[config.mk]
export PLATFORM = sky130hd
export DESIGN_NAME = flash_page_buffer
export DESIGN_NICKNAME = d
export VERILOG_FILES = /design/src/design/flash_page_buffer.v
export VERILOG_INCLUDE_DIRS = /design/src /design/src/design
export SDC_FILE = /design/constraint.sdc
export NUM_CORES = 2
export LEC_CHECK = 0
export BUFFER_PORTS_ARGS = -buffer_cell sky130_fd_sc_hd__clkbuf_2
export CAP_MARGIN = 20
export CORE_MARGIN = 5
export CORE_UTILIZATION = 35
export DETAILED_ROUTE_END_ITERATION = 6
export PLACE_DENSITY = 0.5
export SLEW_MARGIN = 20
export SYNTH_ARGS = -nofsm -noshare
export SYNTH_HDL_FRONTEND = slang
export SYNTH_SLANG_ARGS = --single-unit
[constraint.sdc]
create_clock -name SYS_CLK -period 12.8 [get_ports SYS_CLK]
set_input_delay 1.92 -clock SYS_CLK [delete_from_list [all_inputs] [get_ports SYS_CLK]]
set_output_delay 1.92 -clock SYS_CLK [all_outputs]
set_load 0.02 [all_outputs]
[src/design/flash_buf_defs.vh]
// Constants for the serial flash page buffer command block
`ifndef FLASH_BUF_DEFS_VH
`define FLASH_BUF_DEFS_VH

// Opcodes
`define OP_BUF_READ 8'hD4
`define OP_BUF_WRITE 8'h84
`define OP_BUF_PROG 8'h88
`define OP_WREN 8'h06

// Bit and byte positions within a frame
`define BIT_FIRST 3'h0
`define BIT_LAST 3'h7
`define BYTE_OPCODE 3'h0
`define BYTE_AFTER_OP 3'h1
`define BYTE_ADDR_LAST 3'h3
`define BYTE_WR_DATA 3'h4
`define BYTE_RD_DATA 3'h5
`define BYTE_ONE 3'h1
`define BIT_ONE 3'h1

// Buffer geometry
`define BUF_ENTRIES 256
`define BUF_STEP 8'h01
`define BUF_LAST_IDX 9'h0FF

// Timing
`define SYS_CLK_MHZ 250
`define NS_PER_US 1000
`define PP_TIME_NS_DEFAULT 1000000

// Engine states
`define PS_IDLE 2'h0
`define PS_XFER 2'h1
`define PS_SETTLE 2'h2

`endif

[src/design/flash_page_buffer.v]
// Page buffer read, load and program command handling behind the serial pins
`timescale 1ns/1ps
`include "flash_buf_defs.vh"

module flash_page_buffer
#(
    parameter PAGE_PROGRAM_TIME_NS = `PP_TIME_NS_DEFAULT
)
(
    input wire SYS_CLK,
    input wire RSTN,
    input wire SPI_CS_N,
    input wire SPI_SCK,
    input wire SPI_SI,
    input wire PAGE_PROTECTED,
    input wire ARRAY_WR_FAIL,
    output reg SPI_SO,
    output reg SPI_SO_OE_N,
    output reg WRITE_ENABLE_LATCH,
    output reg DEVICE_IDLE_FLAG,
    output reg PROGRAM_ERROR_FLAG,
    output reg [15:0] ARRAY_PAGE,
    output reg ARRAY_WR_STROBE,
    output reg [7:0] ARRAY_WR_INDEX,
    output reg [7:0] ARRAY_WR_DATA
);

// Engine states
localparam PS_IDLE = `PS_IDLE;
localparam PS_XFER = `PS_XFER;
localparam PS_SETTLE = `PS_SETTLE;

// Longest time rounds down to whole cycles; never below one transfer pass
localparam integer PP_RAW = (PAGE_PROGRAM_TIME_NS * `SYS_CLK_MHZ) / `NS_PER_US;
localparam integer PP_CYCLES = (PP_RAW > `BUF_ENTRIES + 1) ? PP_RAW : `BUF_ENTRIES + 1;
localparam [31:0] PP_LAST = PP_CYCLES - 1;

////////////////////////////////////////////////////////////////////////////////
// Reset release
////////////////////////////////////////////////////////////////////////////////

// Reset stages
reg rst_s1;
reg rst_n;

// Release reset through two flops, assert at once
always @(posedge SYS_CLK or negedge RSTN)
begin
    if (!RSTN)
    begin
        rst_s1 <= 1'b0;
        rst_n <= 1'b0;
    end
    else
    begin
        rst_s1 <= 1'b1;
        rst_n <= rst_s1;
    end
end

////////////////////////////////////////////////////////////////////////////////
// Pin synchronisers
////////////////////////////////////////////////////////////////////////////////

// First stages, read only by second stages
reg cs_s1;
reg sck_s1;
reg si_s1;
// Second stages
reg cs_s2;
reg sck_s2;
reg si_s2;
// Delayed copies for edge finding
reg cs_s3;
reg sck_s3;

// Two flops on every pin before any logic looks at it
always @(posedge SYS_CLK or negedge rst_n)
begin
    if (!rst_n)
    begin
        cs_s1 <= 1'b1;
        cs_s2 <= 1'b1;
        cs_s3 <= 1'b1;
        sck_s1 <= 1'b0;
        sck_s2 <= 1'b0;
        sck_s3 <= 1'b0;
        si_s1 <= 1'b0;
        si_s2 <= 1'b0;
    end
    else
    begin
        cs_s1 <= SPI_CS_N;
        cs_s2 <= cs_s1;
        cs_s3 <= cs_s2;
        sck_s1 <= SPI_SCK;
        sck_s2 <= sck_s1;
        sck_s3 <= sck_s2;
        si_s1 <= SPI_SI;
        si_s2 <= si_s1;
    end
end

// Edges seen only while selected; SI and SCK share latency so SI is stable
wire selected = ~cs_s2;
wire sck_rise = selected & sck_s2 & ~sck_s3;
wire sck_fall = selected & ~sck_s2 & sck_s3;
// Frame end on chip select rise
wire cs_rise = cs_s2 & ~cs_s3;

////////////////////////////////////////////////////////////////////////////////
// Frame decoder and buffer access
////////////////////////////////////////////////////////////////////////////////

// Buffer storage, never cleared
reg [7:0] buffer_mem [0:`BUF_ENTRIES-1];
// Frame counters
reg [2:0] bit_cnt;
reg [2:0] byte_cnt;
reg [7:0] shift_in;
reg [7:0] opcode;
reg [15:0] addr_high;
// Buffer pointers
reg [7:0] rd_ptr;
reg [7:0] wr_ptr;
reg [7:0] out_byte;
// Program engine
reg [1:0] prog_state;
reg [31:0] prog_cnt;

// Byte just completed on this rising edge
wire [7:0] byte_in = {shift_in[6:0], si_s2};
wire byte_done = sck_rise & (bit_cnt == `BIT_LAST);
// No frames are served while the engine owns the buffer
wire busy = (prog_state != PS_IDLE);
wire is_read = (opcode == `OP_BUF_READ);
wire is_write = (opcode == `OP_BUF_WRITE);
wire is_prog = (opcode == `OP_BUF_PROG);
wire store_ok = is_write & WRITE_ENABLE_LATCH & ~busy;
wire on_boundary = (bit_cnt == `BIT_FIRST);

// Bit and byte counting, opcode and address capture
always @(posedge SYS_CLK or negedge rst_n)
begin
    if (!rst_n)
    begin
        bit_cnt <= `BIT_FIRST;
        byte_cnt <= `BYTE_OPCODE;
        shift_in <= 8'h00;
        opcode <= 8'h00;
        addr_high <= 16'h0000;
        rd_ptr <= 8'h00;
        wr_ptr <= 8'h00;
        ARRAY_PAGE <= 16'h0000;
    end
    else if (!selected)
    begin
        // Counters restart each frame; opcode forgotten so stray edges do nothing
        bit_cnt <= `BIT_FIRST;
        byte_cnt <= `BYTE_OPCODE;
        if (cs_rise)
        begin
            opcode <= 8'h00;
        end
    end
    else if (sck_rise)
    begin
        shift_in <= byte_in;
        bit_cnt <= bit_cnt + `BIT_ONE;
        if (bit_cnt == `BIT_LAST)
        begin
            // Saturate once in the data phase
            if (byte_cnt != `BYTE_RD_DATA)
            begin
                byte_cnt <= byte_cnt + `BYTE_ONE;
            end
            if (byte_cnt == `BYTE_OPCODE)
            begin
                opcode <= byte_in;
            end
            else if (byte_cnt < `BYTE_ADDR_LAST)
            begin
                addr_high <= {addr_high[7:0], byte_in};
            end
            else if (byte_cnt == `BYTE_ADDR_LAST)
            begin
                if (is_read)
                begin
                    rd_ptr <= byte_in;
                end
                if (is_write)
                begin
                    wr_ptr <= byte_in;
                end
                if (is_prog && !busy)
                begin
                    ARRAY_PAGE <= addr_high;
                end
            end
            else if (store_ok)
            begin
                wr_ptr <= wr_ptr + `BUF_STEP;
            end
        end
    end
    else if (sck_fall && is_read && !busy && byte_cnt == `BYTE_RD_DATA && on_boundary)
    begin
        rd_ptr <= rd_ptr + `BUF_STEP;
    end
end

// Buffer store; no reset so old entries survive
always @(posedge SYS_CLK)
begin
    if (byte_done && store_ok && byte_cnt >= `BYTE_WR_DATA)
    begin
        buffer_mem[wr_ptr] <= byte_in;
    end
end

////////////////////////////////////////////////////////////////////////////////
// Serial output
////////////////////////////////////////////////////////////////////////////////

// Read data changes on falling edges, pin floats between frames
always @(posedge SYS_CLK or negedge rst_n)
begin
    if (!rst_n)
    begin
        SPI_SO <= 1'b0;
        SPI_SO_OE_N <= 1'b1;
        out_byte <= 8'h00;
    end
    else if (!selected)
    begin
        SPI_SO_OE_N <= 1'b1;
    end
    else if (sck_fall && is_read && !busy && byte_cnt == `BYTE_RD_DATA)
    begin
        SPI_SO_OE_N <= 1'b0;
        if (on_boundary)
        begin
            out_byte <= buffer_mem[rd_ptr];
            SPI_SO <= buffer_mem[rd_ptr][7];
        end
        else
        begin
            SPI_SO <= out_byte[`BIT_LAST - bit_cnt];
        end
    end
end

////////////////////////////////////////////////////////////////////////////////
// Latch, program engine and status
////////////////////////////////////////////////////////////////////////////////

// Frame end classification
wire end_valid = cs_rise & on_boundary & ~busy;
wire wren_end = end_valid & (opcode == `OP_WREN) & (byte_cnt == `BYTE_AFTER_OP);
wire prog_end = end_valid & is_prog;
wire addr_full = (byte_cnt >= `BYTE_WR_DATA);
wire prog_go = prog_end & addr_full & WRITE_ENABLE_LATCH & ~PAGE_PROTECTED;

// Engine: stream 256 entries out, then hold busy to the time limit
always @(posedge SYS_CLK or negedge rst_n)
begin
    if (!rst_n)
    begin
        prog_state <= PS_IDLE;
        prog_cnt <= 32'h00000000;
        ARRAY_WR_STROBE <= 1'b0;
        ARRAY_WR_INDEX <= 8'h00;
        ARRAY_WR_DATA <= 8'h00;
    end
    else
    begin
        ARRAY_WR_STROBE <= 1'b0;
        case (prog_state)
            PS_IDLE:
            begin
                prog_cnt <= 32'h00000000;
                if (prog_go)
                begin
                    prog_state <= PS_XFER;
                end
            end
            PS_XFER:
            begin
                ARRAY_WR_STROBE <= 1'b1;
                ARRAY_WR_INDEX <= prog_cnt[7:0];
                ARRAY_WR_DATA <= buffer_mem[prog_cnt[7:0]];
                prog_cnt <= prog_cnt + 32'h00000001;
                if (prog_cnt[8:0] == `BUF_LAST_IDX)
                begin
                    prog_state <= PS_SETTLE;
                end
            end
            PS_SETTLE:
            begin
                prog_cnt <= prog_cnt + 32'h00000001;
                if (prog_cnt >= PP_LAST)
                begin
                    prog_state <= PS_IDLE;
                end
            end
            default:
            begin
                prog_state <= PS_IDLE;
            end
        endcase
    end
end

// Status bits shared with the rest of the device
always @(posedge SYS_CLK or negedge rst_n)
begin
    if (!rst_n)
    begin
        WRITE_ENABLE_LATCH <= 1'b0;
        DEVICE_IDLE_FLAG <= 1'b1;
        PROGRAM_ERROR_FLAG <= 1'b0;
    end
    else
    begin
        if (wren_end)
        begin
            WRITE_ENABLE_LATCH <= 1'b1;
        end
        else if (prog_end && !addr_full)
        begin
            WRITE_ENABLE_LATCH <= 1'b0;
        end
        else if (prog_end && WRITE_ENABLE_LATCH && PAGE_PROTECTED)
        begin
            WRITE_ENABLE_LATCH <= 1'b0;
        end
        else if (prog_go)
        begin
            WRITE_ENABLE_LATCH <= 1'b0;
        end
        DEVICE_IDLE_FLAG <= ~(prog_go | (busy & ~(prog_state == PS_SETTLE && prog_cnt >= PP_LAST)));
        if (ARRAY_WR_STROBE && ARRAY_WR_FAIL)
        begin
            PROGRAM_ERROR_FLAG <= 1'b1;
        end
        else if (prog_go)
        begin
            PROGRAM_ERROR_FLAG <= 1'b0;
        end
    end
end

endmodule

==> results.md <==
- Adder-Cell Fraction of Synth Area: 0.00235
- RSZ-0062 raised after global routing: false
- Worst hold slack: 0.267 ns
- WL final: 350000 microns
- Top FF cell, synth: edfxtp_1
- Total number of vias: 59061
- Synth Cell Area: 0.101 sq mm
- DRC Markers: 0
- Part of the power in the clock network: 0.363
- Crit Path Class: reg -> reg
- Final setup fails: 0
- Detailed placement HPWL: 225000 microns
- Critical Path Start Type: flop
- H-tree depth: 4
- Setup bufs post-CTS: 0
- Final period util: 0.440
- Fin Setup TNS: 0 ns
- Largest area contributor in the netlist: edfxtp_1
- Vias per cell: 6.23
- Compound-cell area share of the yosys netlist: 0.0436
- Post-CTS Resized: 0
- First-pass GRT wire length: 486000 microns
- Vias in the first global route: 58603
- Site row count: 197
- FFs w/ async S/R, synth: 0.0653
- Die area: 0.300 sq mm
- Total global routing track utilization: 0.229
- Sequential share of the synthesized area: 0.643
- GR Util met2: 0.355
- CTS Root Cell: clkbuf_16
- Placeable Area: 0.288 sq mm
- Max Cap Violations: 0
- Fmax: 178 MHz
- Crit Path Max Fanout: 66
- GRT overflow: 0
- Share of Yosys cell area claimed by the top area cell type: 0.607
- Worst r2r src: prog_cnt[0]
- Num ports: 45
- Avg WL per Cell: 36.9 microns
- Final Max Tran Viols: 0
- Reg clk slew, reported paths: 0.06 ns
- R2R Setup Slk: 7.17 ns
- CP Capture Type: flop
- Avg Inst Size Synth: 18.6 sq um
- Reg2reg end: ARRAY_WR_DATA[3]
- Most frequent cell after synthesis: edfxtp_1
- Syn_nets: 5461
- Simple-Gate Fraction of Synth Area: 0.0407
- Nets@finish: 5514
- Sw Ratio: 0.283
- Initial antenna violation count: 18
- Starting Density: 0.351
- Met1 GRT Util: 0.322
- CTS Hold Bufs: 0
- Reg2Reg Depth: 9
- Post-synth EDFFs: 2048
- Top post-synthesis cells by area: edfxtp_1 (61%), mux4_2 (23%), dfrtp_1 (3.4%)
- GR peak layer: met2
- Clock Skew: 0.0518 ns
- Slew at the pin with the worst max-slew slack: 1.20 ns
- Pint: 13.5 mW
- Leak: 35.0 nW
- CTS sink count: 2191
- CTS max path bufs: 4
- Main combinational cell family by area after synthesis: multiplexers
- CTS tree: built
- Number of warnings issued by yosys: 0
- Layout cells sized above 1: 0.308
- Critical Path AT: 6.45 ns
- XOR/XNOR Fraction of Synth Area: 0.00190
- Sequential share of power: 0.447
- Worst-Skew Late Latency: 0.91 ns
- Commonest cells post-synth: edfxtp_1 (2048), mux4_2 (1034), nor2_1 (350), clkbuf_1 (212), nand2_1 (206)
- Peak supply drop: 0.150 mV
- Num CTS Buffers: 243
- Worst rel slew slack: 0.196
- Status: completed
- Worst hold path class: reg -> async
- Detailed Routing Iterations Pass 1: 6
- Psw: 5.33 mW
- Initial DRC Count: 7499
- Die height: 548 microns
- Antenna Nets Post-Route: 0
- P per Cell Area: 166 mW/mm^2
- Met3 usage: 0.0421
- Area grow syn2layout: 12.4%
- Yosys reg bits: 2191
- GPL Wtd Cong: 0.866
- Mux cell area share after synthesis: 0.249
- Final hold violations: 0
- PortBufs: 44
- Post-layout minimum cycle time: 5.63 ns
- Synth Instances: 5435
- Combinational share of power: 0.190
- Largest net degree at the start of global routing: 219
- Netlist cell types: 73
- Die Width: 548 microns
- Data required, critical path: 13.62 ns
[metal layers]
layer,wire length (microns),part of all wire,vias up
li1,-,-,23206
met1,145000,0.41,32287
met2,162000,0.46,2975
met3,28600,0.082,589
met4,14800,0.042,4
met5,25,0.000071,-
[critical path, cell delays in order, from the launching register on]
cell       delay [ns]
dfrtp_4          0.86
buf_12           0.42
buf_4            0.57
buf_4            0.59
mux4_2           0.40
a22o_1           0.31
a221oi_1         0.11
a2111oi_1        0.95
nand4_1          0.61
o211ai_1         0.34
[layout make-up]
| cell class | instances | area, sq um |
|---|---|---|
| antenna | 11 | 27.5 |
| fill | 25737 | 174000 |
| inverter | 37 | 140 |
| multi-input combinational | 2790 | 34400 |
| clock inverter | 125 | 995 |
| tap | 3781 | 4730 |
| timing repair buffer | 225 | 1820 |
| sequential | 2191 | 65200 |
| clock buffer | 318 | 6580 |
[flip-flops by register name, indices dropped and copies added, names as in the netlist, 3 cells and up]
name / count
ARRAY_WR_INDEX: 8
opcode: 8
wr_ptr: 8
rd_ptr: 8
buffer_mem: 2048
shift_in: 7
addr_high: 16
prog_cnt: 32
byte_cnt: 3
ARRAY_PAGE: 16
out_byte: 8
bit_cnt: 3
ARRAY_WR_DATA: 8
[logic make-up (layout without fill, tap and decap cells)]
kind of cell	count (synthesis)	after routing
simple gates	899	899
xor+xnor	22	22
compound gates	635	635
buf+inv	454	705
fa+ha+maj	19	19
mux	1214	1214
other cells	1	12
flops	2191	2191
[worst max-delay path by stage]
stage / startpoint / to / slack (ns) / cells after the start
detailed placement: prog_cnt[0] / ARRAY_WR_DATA[3] / 7.01 / 9
finish: prog_cnt[0] / ARRAY_WR_DATA[3] / 7.17 / 9
global route: prog_cnt[0] / ARRAY_WR_DATA[1] / 6.99 / 9
CTS: prog_cnt[0] / ARRAY_WR_DATA[3] / 7.00 / 9
floorplan: rst_n / ARRAY_PAGE[0] / 8.53 / 0
global placement: prog_cnt[4] / ARRAY_WR_DATA[4] / 6.48 / 10
[layout by cell type, fill, tap and decap left out, types with 53 or more instances in the layout]
cell type,count
a21oi_1,116
a221oi_1,54
a22oi_1,183
buf_4,163
clkbuf_1,59
clkbuf_16,248
clkinv_1,54
dfrtp_1,117
edfxtp_1,2048
mux2_2,69
mux2i_1,109
mux4_2,1034
nand2_1,198
nand3_1,97
nor2_1,327
nor3_1,53
o21ai_0,88
[power by group through the flow]
| stage | logic (mW) | registers, mW | clock network, mW |
|---|---|---|---|
| 2_1_floorplan | 2.18 | 8.67 | 0 |
| 3_3_place_gp | 3.57 | 8.57 | 0 |
| 3_5_place_dp | 3.58 | 8.58 | 0 |
| 4_1_cts | 3.59 | 8.42 | 6.95 |
| 5_1_grt | 3.74 | 8.42 | 7.24 |
| 6_report | 3.58 | 8.42 | 6.84 |
[metrics by stage]
stage                     area (sq um)  std cells  power (mW)   util  setup slack, ns
after CTS                       114000       9460        19.0  0.394             7.00
after floorplan                 101000       5435        10.8      -             8.53
final                           114000       9478        18.8  0.395             7.17
after global routing            114000       9469        19.4  0.395             6.99
after detailed placement        106000       9017        12.2  0.368             7.01
after global placement          106000       9014        12.1  0.368             6.48
Power figures use the tool's default switching activity.
